$ cat src/idss_pkg.sv
// Package for the drive select and data bit 7 steering block.
// Assumes a 10-bit host I/O address and a single 100 MHz system clock.
package idss_pkg;
	localparam logic [9:0] CMD_PRI_BASE = 10'h1f0;
	localparam logic [9:0] CMD_SEC_BASE = 10'h170;
	localparam logic [9:0] CTL_PRI_BASE = 10'h3f6;
	localparam logic [9:0] CTL_SEC_BASE = 10'h376;
	localparam logic [9:0] CMD_MASK = 10'h3f8;
	localparam logic [9:0] CTL_MASK = 10'h3fe;
	localparam logic [9:0] ALT_STATUS_BIT = 10'h001;
	localparam int FCR_DMA_ACK_BIT = 1;
	localparam logic [7:0] FCR_RESET = 8'h00;

	// Host bus cycle as seen by the decoder
	typedef struct packed {
		logic [9:0] addr;
		logic rd;
		logic wr;
		logic aen;
	} idss_host_s;
endpackage

$ cat src/idss_top.sv
// Drive chip selects, latch enables, bit 7 steering and shared pin selection.
// Assumes host strobes and pins are asynchronous to sys_clk_i and are synchronised here.
`timescale 1ns/1ns
// Notes on behaviour
// - Primary base selects command block 1f0-1f7
// - Secondary base selects command block 170-177
// - Primary base selects control block 3f6-3f7
// - Secondary base selects control block 376-377
// - Disabled interface holds both selects inactive
// - Control bit 1 picks DMA acknowledge role
// - DMA acknowledge role forces wide cycle
// - Bit 7 driven in decoded ranges
// - Bit 7 floats at 3f7 and 377
// - High latch only on wide cycles
// - Low latch on every drive access
module idss_top import idss_pkg::*; (
	input wire logic sys_clk_i,
	input wire logic rst_n_i,
	input wire logic [9:0] host_addr_i,
	input wire logic host_rd_n_i,
	input wire logic host_wr_n_i,
	input wire logic host_aen_i,
	input wire logic at_mode_i,
	input wire logic ide_enable_i,
	input wire logic use_secondary_i,
	input wire logic [7:0] function_control_reg_i,
	input wire logic shared_pin_n_i,
	input wire logic host_d7_i,
	input wire logic drive_data_bit7_i,
	output logic drive_cmd_block_select_n_o,
	output logic drive_ctl_block_select_n_o,
	output logic high_byte_latch_enable_n_o,
	output logic low_byte_latch_enable_n_o,
	output logic drive_dma_ack_in_n_o,
	output logic wide_cycle_indication_n_o,
	output logic drive_data_bit7_o,
	output logic drive_data_bit7_oe_o,
	output logic host_d7_o,
	output logic host_d7_oe_o
);
	// Width of the pin word and its idle levels while reset is held
	// Strobes, address enable and the shared pin idle high; bit 7 levels idle low
	// A high address enable keeps the decoder quiet until real pin levels arrive
	localparam int SYNC_W = 16;
	localparam logic [SYNC_W-1:0] SYNC_RST = 16'hfffc;

	// Raw pin word: address, strobes, enable, shared pin, then both bit 7 levels
	logic [SYNC_W-1:0] pin_raw;
	logic [SYNC_W-1:0] pin_sync;
	assign pin_raw = {host_addr_i, host_rd_n_i, host_wr_n_i, host_aen_i, shared_pin_n_i,
		host_d7_i, drive_data_bit7_i};

	// Two flops per pin bit; only the second flop feeds any logic
	// Bits cross one by one, so a changing address may show a mixed value for a cycle;
	// the selects are levels and settle one cycle later, which the host bus tolerates
	for (genvar i = 0; i < SYNC_W; i++) begin : g_sync
		logic [1:0] stage_q;
		always_ff @(posedge sys_clk_i or negedge rst_n_i) begin
			if (!rst_n_i) begin
				stage_q <= {2{SYNC_RST[i]}};
			end else begin
				stage_q <= {stage_q[0], pin_raw[i]};
			end
		end
		assign pin_sync[i] = stage_q[1];
	end

	// Synchronised host cycle and pin levels
	idss_host_s host;
	logic pin_n;
	logic hd7;
	logic dd7;
	assign host.addr = pin_sync[15:6];
	assign host.rd = ~pin_sync[5]; // Strobes are active low on the pins
	assign host.wr = ~pin_sync[4];
	assign host.aen = pin_sync[3];
	assign pin_n = pin_sync[2];
	assign hd7 = pin_sync[1];
	assign dd7 = pin_sync[0];

	// Address match against a masked base
	function automatic logic hit(input logic [9:0] a, input logic [9:0] base,
		input logic [9:0] mask);
		hit = ((a & mask) == base);
	endfunction

	logic live;
	logic cmd_hit;
	logic ctl_hit;
	logic cycle;
	logic dma_role;
	logic wide_n;
	logic alt_reg;
	assign live = at_mode_i & ide_enable_i & ~host.aen;
	assign cmd_hit = live & (use_secondary_i ? hit(host.addr, CMD_SEC_BASE, CMD_MASK)
		: hit(host.addr, CMD_PRI_BASE, CMD_MASK));
	assign ctl_hit = live & (use_secondary_i ? hit(host.addr, CTL_SEC_BASE, CTL_MASK)
		: hit(host.addr, CTL_PRI_BASE, CTL_MASK));
	assign cycle = host.rd | host.wr;
	assign dma_role = function_control_reg_i[FCR_DMA_ACK_BIT];
	assign wide_n = dma_role ? 1'b0 : pin_n;
	// 3f7 or 377 floats bit 7
	assign alt_reg = ((host.addr & ALT_STATUS_BIT) != 10'h000);

	// command block select, off when disabled
	// Selects follow the decoded address and enables, not the strobes, so the drive sees them before the strobe
	always_ff @(posedge sys_clk_i or negedge rst_n_i) begin
		if (!rst_n_i) begin
			drive_cmd_block_select_n_o <= 1'b1;
		end else begin
			drive_cmd_block_select_n_o <= ~cmd_hit;
		end
	end

	// control block select, off when disabled
	always_ff @(posedge sys_clk_i or negedge rst_n_i) begin
		if (!rst_n_i) begin
			drive_ctl_block_select_n_o <= 1'b1;
		end else begin
			drive_ctl_block_select_n_o <= ~ctl_hit;
		end
	end

	// high latch, wide cycles only
	// The wide indication comes late from the drive; the latch opens once it settles
	always_ff @(posedge sys_clk_i or negedge rst_n_i) begin
		if (!rst_n_i) begin
			high_byte_latch_enable_n_o <= 1'b1;
		end else begin
			high_byte_latch_enable_n_o <= ~((cmd_hit | ctl_hit) & cycle & ~wide_n);
		end
	end

	always_ff @(posedge sys_clk_i or negedge rst_n_i) begin
		if (!rst_n_i) begin
			low_byte_latch_enable_n_o <= 1'b1;
		end else begin
			low_byte_latch_enable_n_o <= ~((cmd_hit | ctl_hit) & cycle);
		end
	end

	// acknowledge role of the shared pin
	// Outside the acknowledge role the pin never reaches this output
	always_ff @(posedge sys_clk_i or negedge rst_n_i) begin
		if (!rst_n_i) begin
			drive_dma_ack_in_n_o <= 1'b1;
		end else begin
			drive_dma_ack_in_n_o <= dma_role ? pin_n : 1'b1;
		end
	end

	// wide cycle role, forced active in acknowledge role
	always_ff @(posedge sys_clk_i or negedge rst_n_i) begin
		if (!rst_n_i) begin
			wide_cycle_indication_n_o <= 1'b1;
		end else begin
			wide_cycle_indication_n_o <= wide_n;
		end
	end

	// Bit 7 is steered only for a strobed cycle in the decoded ranges
	// The alternate status slot of the control block is left floating
	logic steer;
	assign steer = (cmd_hit | (ctl_hit & ~alt_reg)) & cycle;

	always_ff @(posedge sys_clk_i or negedge rst_n_i) begin
		if (!rst_n_i) begin
			drive_data_bit7_o <= 1'b0;
		end else begin
			drive_data_bit7_o <= hd7;
		end
	end

	always_ff @(posedge sys_clk_i or negedge rst_n_i) begin
		if (!rst_n_i) begin
			drive_data_bit7_oe_o <= 1'b0;
		end else begin
			drive_data_bit7_oe_o <= steer & host.wr;
		end
	end

	always_ff @(posedge sys_clk_i or negedge rst_n_i) begin
		if (!rst_n_i) begin
			host_d7_o <= 1'b0;
		end else begin
			host_d7_o <= dd7;
		end
	end

	// host side enable on reads
	// A cycle showing both strobes is treated as a write so the two sides never fight
	always_ff @(posedge sys_clk_i or negedge rst_n_i) begin
		if (!rst_n_i) begin
			host_d7_oe_o <= 1'b0;
		end else begin
			host_d7_oe_o <= steer & host.rd & ~host.wr;
		end
	end
endmodule // idss_top

$ cat config.mk
export PLATFORM = sky130hd
export DESIGN_NAME = idss_top
export DESIGN_NICKNAME = d
export VERILOG_FILES = /design/src/idss_pkg.sv /design/src/idss_top.sv
export SDC_FILE = /design/constraint.sdc
export NUM_CORES = 1
export LEC_CHECK = 0
export ABC_AREA = 1
export BUFFER_PORTS_ARGS = -buffer_cell sky130_fd_sc_hd__buf_2
export CORE_ASPECT_RATIO = 1.4
export CORE_MARGIN = 5
export CORE_UTILIZATION = 43
export CTS_CLUSTER_DIAMETER = 50
export DETAILED_ROUTE_END_ITERATION = 16
export HOLD_SLACK_MARGIN = 0.12
export PLACE_DENSITY = 0.74
export REMOVE_ABC_BUFFERS = 1
export SYNTH_ARGS = -nofsm -noshare
export SYNTH_HDL_FRONTEND = slang
export SYNTH_SLANG_ARGS = --single-unit
$ cat constraint.sdc
create_clock -name sys_clk_i -period 1.22 [get_ports sys_clk_i]
set_clock_uncertainty 0.15 [all_clocks]
set_input_delay 0.122 -clock sys_clk_i [delete_from_list [all_inputs] [get_ports sys_clk_i]]
set_output_delay 0.122 -clock sys_clk_i [all_outputs]
set_load 0.03 [all_outputs]
# --- After elaboration in Yosys (flattened, before gate mapping) ---
# Cells that the tools add are included.
classes:
  n_eq_ne: 4
  muxes: 4
  n_bitwise: 23
ops:
  columns: ["op", "n"]
  rows:
  - ["9-bit equality test, second input constant", 2]
  - ["7-bit by 6-bit equality test with 1-bit output, second input constant", 2]
  - ["1-bit AND", 11]
  - ["1-bit inverter", 9]
  - ["1-bit 2-to-1 mux", 4]
  - ["1-bit bitwise OR", 3]
totals:
  inputBits: 29
  ff_bits: 42
  elab_cells: 57
  out_inout_bits: 10

# --- Longest topological paths before layout ---
# Gate-level depths: netlist (run 1).
logic_depth:
  ltp_word: 8
  mapped_depth: 8
  mapped_depth_nobuf: 8

# --- Worst setup path after synthesis (run 1) ---
# No wires, ideal clock.
synth_path:
  path_kind: "flip-flop to flip-flop"
  from: "register g_sync[13].stage_q[1]"
  to: "register drive_data_bit7_oe_o"
  synth_period_minus_slack_ns: 1.283
  t_arrival_ns: 1.061
  setup_ns: 0.072
  path_buffers: 0
  stages_incl_launch_ff: 9
  path_slack_ns: -0.063
  required_ns: 0.998
  cell_sequence: "dfstp_2 -> inv_1 -> nand2_1 -> nand2_1 -> nor2_2 -> nand2_2 -> o21ai_2 -> nand3_2 -> nor2_1"
synth_via:
  elab_chain_len: 7
  elab_cells_between_ends: 12
  classes_between: "4 x eq/ne; 2 x mux; 6 x bitwise"
synth_rtl:
  columns: ["element", "line", "rtl"]
  rows:
  - ["start: declaration", "idss_top.sv:57", "logic [1:0] stage_q;"]
  - ["start signal: assignment", "idss_top.sv:60", "stage_q <= {2{SYNC_RST[i]}};"]
  - ["start signal: assignment", "idss_top.sv:62", "stage_q <= {stage_q[0], pin_raw[i]};"]
  - ["9-bit equality test", "idss_top.sv:84", "hit = ((a & mask) == base);"]
  - ["1-bit 2-to-1 mux", "idss_top.sv:97", "assign ctl_hit = live & (use_secondary_i ? hit(host.addr, CTL_SEC_BASE, CTL_MASK)"]
  - ["1-bit AND", "idss_top.sv:97", null]
  - ["1-bit AND", "idss_top.sv:164", "assign steer = (cmd_hit | (ctl_hit & ~alt_reg)) & cycle;"]
  - ["1-bit bitwise OR (*)", "idss_top.sv:164", null]
  - ["1-bit AND (*)", "idss_top.sv:164", null]
  - ["1-bit AND (*)", "idss_top.sv:178", "drive_data_bit7_oe_o <= steer & host.wr;"]
  - ["end signal: assignment", "idss_top.sv:178", null]
  - ["end: declaration", "idss_top.sv:37", "output logic drive_data_bit7_oe_o,"]
# Mark *: on every way between the ends. The rest lies on a longest branch, timed or not.

# --- Final worst setup path (run 1) ---
layout_path:
  from: "register g_sync[13].stage_q[1]"
  to: "register host_d7_oe_o"
layout_via:
  elab_chain_len: 8
  elab_cells_between_ends: 13
  classes_between: "4 x eq/ne; 2 x mux; 7 x bitwise"
layout_rtl:
  columns: ["element", "line", "rtl"]
  rows:
  - ["9-bit equality test", "idss_top.sv:84", null]
  - ["1-bit 2-to-1 mux", "idss_top.sv:97", null]
  - ["1-bit AND", "idss_top.sv:97", null]
  - ["1-bit AND", "idss_top.sv:164", null]
  - ["1-bit bitwise OR (*)", "idss_top.sv:164", null]
  - ["1-bit AND (*)", "idss_top.sv:164", null]
  - ["1-bit AND (*) (2 in a row)", "idss_top.sv:196", "host_d7_oe_o <= steer & host.rd & ~host.wr;"]
  - ["end signal: assignment", "idss_top.sv:196", null]
  - ["end: declaration", "idss_top.sv:39", "output logic host_d7_oe_o"]
# Marks and branches as above.

==> flow_summary.yaml, run 1 <==
outcome:
  status: "finished, violations left"
  violations: "negative setup slack"
setup_path:
  cp-end-kind: "flop"
  cp-start-kind: "flop"
  worstPathMaxFanout: 3
  path_class: "flop to flop"
  required_ns: 1.29
  cp.arrival_ns: 1.46
timing:
  fin_ws_ns: -0.171
  hold_violations: 0
  period_share: 1.14
  tightest_slew_ns: 0.201
  finalSetupViolCount: 5
  slew_viol_final: 0
  rsz0062_at_grt: "true"
  period_needed_ns: 1.39
  max_freq_mhz: 719
  timing.setup.tns_ns: -0.510
  whs_ns: 0.0285
  max_slew_margin: 0.866
synthesis:
  synth_flop_cell: "dfstp_2"
  synthCells: 80
  synth_top_area_share: 0.708
  yosysMostFrequentCell: "dfstp_2"
  yosysWarnings: 0
  synth_edf_count: 0
  synthDistinctLibCells: 11
  yosysSeqAreaShare: 0.866
  yosys-top-cells-count: "dfstp_2 (34), nand2_1 (14), inv_1 (9)"
  ys_ff_latch: 42
  syn_area_um2: 1260
  async_flop_share: 1.00
  synth_top_area_cell: "dfstp_2"
  synth_area_leaders: "dfstp_2 (71%), dfrtp_1 (16%), nand2_1 (4.2%)"
  syn_area_per_cell_um2: 15.8
drt:
  drcViolationCount: 0
  viasPerCell: 4.19
  drt-total-wl_um: 1950
  drt_iter0_drc: 3
  drtPass1Iterations: 2
  vias: 741
  antenna_left: 0
  wire_per_inst_um: 11.0
finish:
  fillers: 201
  diodes: 0
  fin_cells: 177
  nets: 168
  drive_gt1_frac: 0.600
  regArea_um2: 1090
  syn2layout_area_growth_pct: 46.1
  multi_input_area_um2: 153
clock_tree:
  cts_root_buf: "clkbuf_8"
  cts_hold_buffers: 18
  path_clk_slew_ns: 0.07
  cts_inserted_buffers: 5
  clk_latency_ns: 0.28
  cts.htree.levels: 2
  cts_buffer_depth: 2
  cts_tree: "yes"
  cts_num_sinks: 42
place:
  gp_congestion: 0.726
  dp_cells: 150
  preCtsSetupSlack_ns: -0.187
  hpwl_um: 1220
  portBuffers: 31
floorplanning:
  pin_count: 39
  fp.coreArea_um2: 2850
  rows: 23
  initial_core_util: 0.443
  die_area_um2: 4130
  chipHeight_um: 74.1
  die_w_um: 55.8
grt:
  grt_pass1_vias: 850
  grt_use_total: 0.114
  grt_start_max_net_pins: 43
  grt_pass1_wl_um: 3430
  antenna_found_initial: 0
  grt_overflow: 0
flow_run:
  max-cap-violations: 0
worst_hold_path:
  hold_class: "input port to flop"
power_and_ir_drop:
  leakage_nw: 0.851
  irDropWorstVdd_uv: 1120
  cellPowerDensity_nw_per_um2: 1450
-- per-stage QoR --
stage,util,total power (W),cell area (um2)
finish,0.647,0.00267,1840
floorplan,-,0.00157,1260
detailed placement,0.523,0.00165,1490
global route,0.647,0.00280,1840
global placement,0.523,0.00164,1490
CTS,0.646,0.00270,1840
-- power by group --
group	internal, W	switching (W)	total [W]
sequential	0.00149	0.0000205	0.00151
combinational	0.0000892	0.0000785	0.000168
clock	0.000571	0.000422	0.000993
-- layout by cell type, fill, tap and decap left out, types with 2 or more instances in the layout --
master and n:
nor2_2 3, dfstp_2 34, nand3_1 4, clkbuf_8 8, nand3_2 2, buf_6 6
buf_4 2, dfrtp_1 8, nor2_1 3, dlygate4sd3_1 18, buf_2 25, inv_1 8
nand2_1 14
-- final timing paths --
check / slack (ns) / startpoint / cells after the start / endpoint
worst max-delay path: -0.17 / g_sync[13].stage_q[1]$_DFF_PN1_ / 8 / host_d7_oe_o$_DFF_PN0_
worst min-delay path: 0.03 / ide_enable_i / 4 / drive_ctl_block_select_n_o$_DFF_PN1_
worst max register to register: -0.17 / g_sync[13].stage_q[1]$_DFF_PN1_ / 8 / host_d7_oe_o$_DFF_PN0_
worst min register to register: 0.20 / g_sync[1].stage_q[0]$_DFF_PN0_ / 0 / g_sync[1].stage_q[1]$_DFF_PN0_
max in group asynchronous: 0.47 / rst_n_i / 3 / g_sync[2].stage_q[0]$_DFF_PN1_
min in group asynchronous: 0.20 / rst_n_i / 3 / g_sync[0].stage_q[0]$_DFF_PN0_
-- routing by layer --
metal  track usage  vias up  wire length [um]
met5             0        -                 0
met4        0.0730        0                51
met1        0.0993      360               631
met3        0.0486        4               132
met2         0.212       21              1130
li1              -      356                 -
-- worst max-delay path: stages (launching register included) --
cell	delay, ns
dfstp_2	0.55
inv_2	0.04
nand2_1	0.04
nand2_1	0.05
nor2_2	0.11
nand2_2	0.10
o21ai_4	0.09
nand3_2	0.11
nor2_1	0.09
-- state kept, by name (all words and copies together), names as in the netlist --
name and cells:
drive_cmd_block_select_n_o 1, drive_ctl_block_select_n_o 1, drive_data_bit7_o 1, drive_data_bit7_oe_o 1
drive_dma_ack_in_n_o 1, g_sync.stage_q 32, high_byte_latch_enable_n_o 1, host_d7_o 1
host_d7_oe_o 1, low_byte_latch_enable_n_o 1, wide_cycle_indication_n_o 1
-- repair_timing --
action,4_1_cts,5_1_grt
pin swaps,5,5
hold endpoints to repair,63,2
resized for setup,16,1
buffers inserted,1,0
endpoints found under the setup margin,10,11
-- cell families after synthesis --
kind of cell           Yosys count  synth area share
DFF                             42             0.866
buffers and inverters            9            0.0268
and+or+nand+nor                 28             0.100
AOI/OAI and AO/OA                1           0.00694
-- layout make-up --
type                            count  share of cell area
Sequential cell                    42               0.593
Timing Repair Buffer               52               0.221
Multi-Input combinational cell     29              0.0828
Clock buffer                        8              0.0597
Tap cell                           37              0.0251
Inverter                            9              0.0183
Note: power is estimated with default switching activity, not from simulation.
==> run 2: changes to the inputs <==
Settings changed: PLACE_DENSITY 0.74 to not set, PLACE_DENSITY_LB_ADDON set to 0.1.
==> flow_summary.yaml, run 2 (synthesis gave the netlist of run 1 again) <==
floorplanning:
  die_area_um2: 4130
  fp.coreArea_um2: 2850
  initial_core_util: 0.443
  die_w_um: 55.8
  pin_count: 39
  chipHeight_um: 74.1
  rows: 23
clock_tree:
  clk_latency_ns: 0.28
  cts.htree.levels: 2
  cts_num_sinks: 42
  path_clk_slew_ns: 0.07
  cts_buffer_depth: 2
  cts_tree: "yes"
  cts_hold_buffers: 18
  cts_inserted_buffers: 5
  cts_root_buf: "clkbuf_8"
finish:
  final_cell_mix: "dfstp_2 (34), buf_2 (25), dlygate4sd3_1 (18)"
  diodes: 0
  final_common_cell: "dfstp_2"
  syn2layout_area_growth_pct: 52.8
  nets: 175
  stdcell_area_um2: 1930
  fin_cells: 184
  largest_reg_flops: 32
  drive_gt1_frac: 0.680
  largest_register: "g_sync.stage_q"
setup_path:
  crit_buf_inv: 1
  worstPathMaxFanout: 2
  timing.critical_path.slowest_cell_delay_ns: 0.55
  slowest_stage: "dfstp_2"
  cp-end-kind: "flop"
  required_ns: 1.28
  path_delay_family: "flip-flops"
  cp_cell_sequence: "buf_6 -> nand2_2 -> nand2_2 -> nand2_2 -> o21ai_2 -> nand3_2 -> nor2_2"
  cp-start-kind: "flop"
  cp.arrival_ns: 1.45
  path_class: "flop to flop"
  crit_path_frequent_cell: "nand2_2"
worst_hold_path:
  hold_class: "input port to flop"
timing:
  tightest_slew_ns: 0.210
  max_slew_margin: 0.860
  hold_violations: 0
  timing.setup.tns_ns: -0.759
  max_freq_mhz: 720
  fin_ws_ns: -0.169
  period_share: 1.14
  finalSetupViolCount: 6
  slew_viol_final: 0
  rsz0062_at_grt: "true"
  period_needed_ns: 1.39
power_and_ir_drop:
  irDropWorstVdd_uv: 1070
  cellPowerDensity_nw_per_um2: 1340
  leakage_nw: 0.883
drt:
  wire_per_inst_um: 11.2
  drt-total-wl_um: 2060
  drtPass1Iterations: 4
  drcViolationCount: 0
  drt_iter0_drc: 11
  antenna_left: 0
  vias: 757
  viasPerCell: 4.11
outcome:
  status: "finished, violations left"
  violations: "negative setup slack"
grt:
  grt_pass1_wl_um: 3330
  grt_use_total: 0.113
  grt_start_max_net_pins: 43
  grt_overflow: 0
  antenna_found_initial: 0
  grt_pass1_vias: 826
place:
  dp_cells: 150
  place_area_um2: 1490
  gp_congestion: 0.727
  portBuffers: 31
flow_run:
  max-cap-violations: 0
## run 2: cell count changes in the layout (fill, tap and decap cells not counted), moves of 2 or more
cell | before | now
nand2_1 | 14 | 8
nand2_2 | 1 | 7
buf_6 | 6 | 10
buf_4 | 2 | 5
clkbuf_8 | 8 | 6
nand3_1 | 4 | 2
## run 2: metrics by stage
| stage | hold slack [ns] | worst slack, ns | utilization | power (W) |
|---|---|---|---|---|
| final | 0.0415 | -0.169 | 0.677 | 0.00259 |
| after global routing | 0.0562 | -0.256 | 0.677 | 0.00272 |
| after CTS | 0.0129 | -0.173 | 0.656 | 0.00262 |
| after detailed placement | -0.0444 | -0.167 | 0.523 | 0.00165 |
| after global placement | -0.0474 | -0.131 | 0.523 | 0.00164 |
| after floorplan | -0.324 | -0.0628 | - | 0.00157 |
## run 2: area by class of cell
class	count	area [um2]
Inverter	9	33.8
Fill cell	201	920
Sequential cell	42	1090
Clock buffer	7	86.3
Multi-Input combinational cell	29	185
Tap cell	37	46.3
Timing Repair Buffer	59	475
Clock inverter	1	8.76
## run 2: path summary, 6_finish.rpt
check	cells after the start	slack, ns	startpoint	to
setup / recovery	7	-0.17	g_sync[13].stage_q[1]$_DFF_PN1_	host_d7_oe_o$_DFF_PN0_
hold reg to reg	0	0.20	g_sync[1].stage_q[1]$_DFF_PN0_	drive_data_bit7_o$_DFF_PN0_
hold / removal	4	0.04	ide_enable_i	drive_ctl_block_select_n_o$_DFF_PN1_
setup reg to reg	7	-0.17	g_sync[13].stage_q[1]$_DFF_PN1_	host_d7_oe_o$_DFF_PN0_
max in group asynchronous	3	0.48	rst_n_i	g_sync[12].stage_q[0]$_DFF_PN1_
min in group asynchronous	3	0.18	rst_n_i	host_d7_oe_o$_DFF_PN0_
## run 2: where the power goes
| part | switching (W) | internal (W) | total (W) |
|---|---|---|---|
| clock | 0.000423 | 0.000466 | 0.000890 |
| combinational | 0.0000860 | 0.0000994 | 0.000185 |
| sequential | 0.0000243 | 0.00149 | 0.00152 |
## run 2: repair_timing
| action | 4_1_cts | 5_1_grt |
|---|---|---|
| gates resized for setup | 16 | 17 |
| buffers inserted | 8 | 2 |
| endpoints found under the hold margin | 62 | 1 |
| setup endpoints to repair | 11 | 12 |
| gates cloned | 0 | 0 |
| pin swaps | 8 | 9 |
## run 2: metal layers
| metal | vias up | part of all wire | GRT usage |
|---|---|---|---|
| li1 | 374 | - | - |
| met1 | 346 | 0.32 | 0.0928 |
| met2 | 29 | 0.57 | 0.211 |
| met3 | 8 | 0.075 | 0.0503 |
| met4 | 0 | 0.036 | 0.0865 |
| met5 | - | 0 | 0 |
## run 2: worst register-to-register path, cell delays in order (launching register included)
cell and delay (ns):
dfstp_2 0.55, buf_6 0.10, nand2_2 0.05, nand2_2 0.07
nand2_2 0.05, o21ai_2 0.15, nand3_2 0.10, nor2_2 0.10
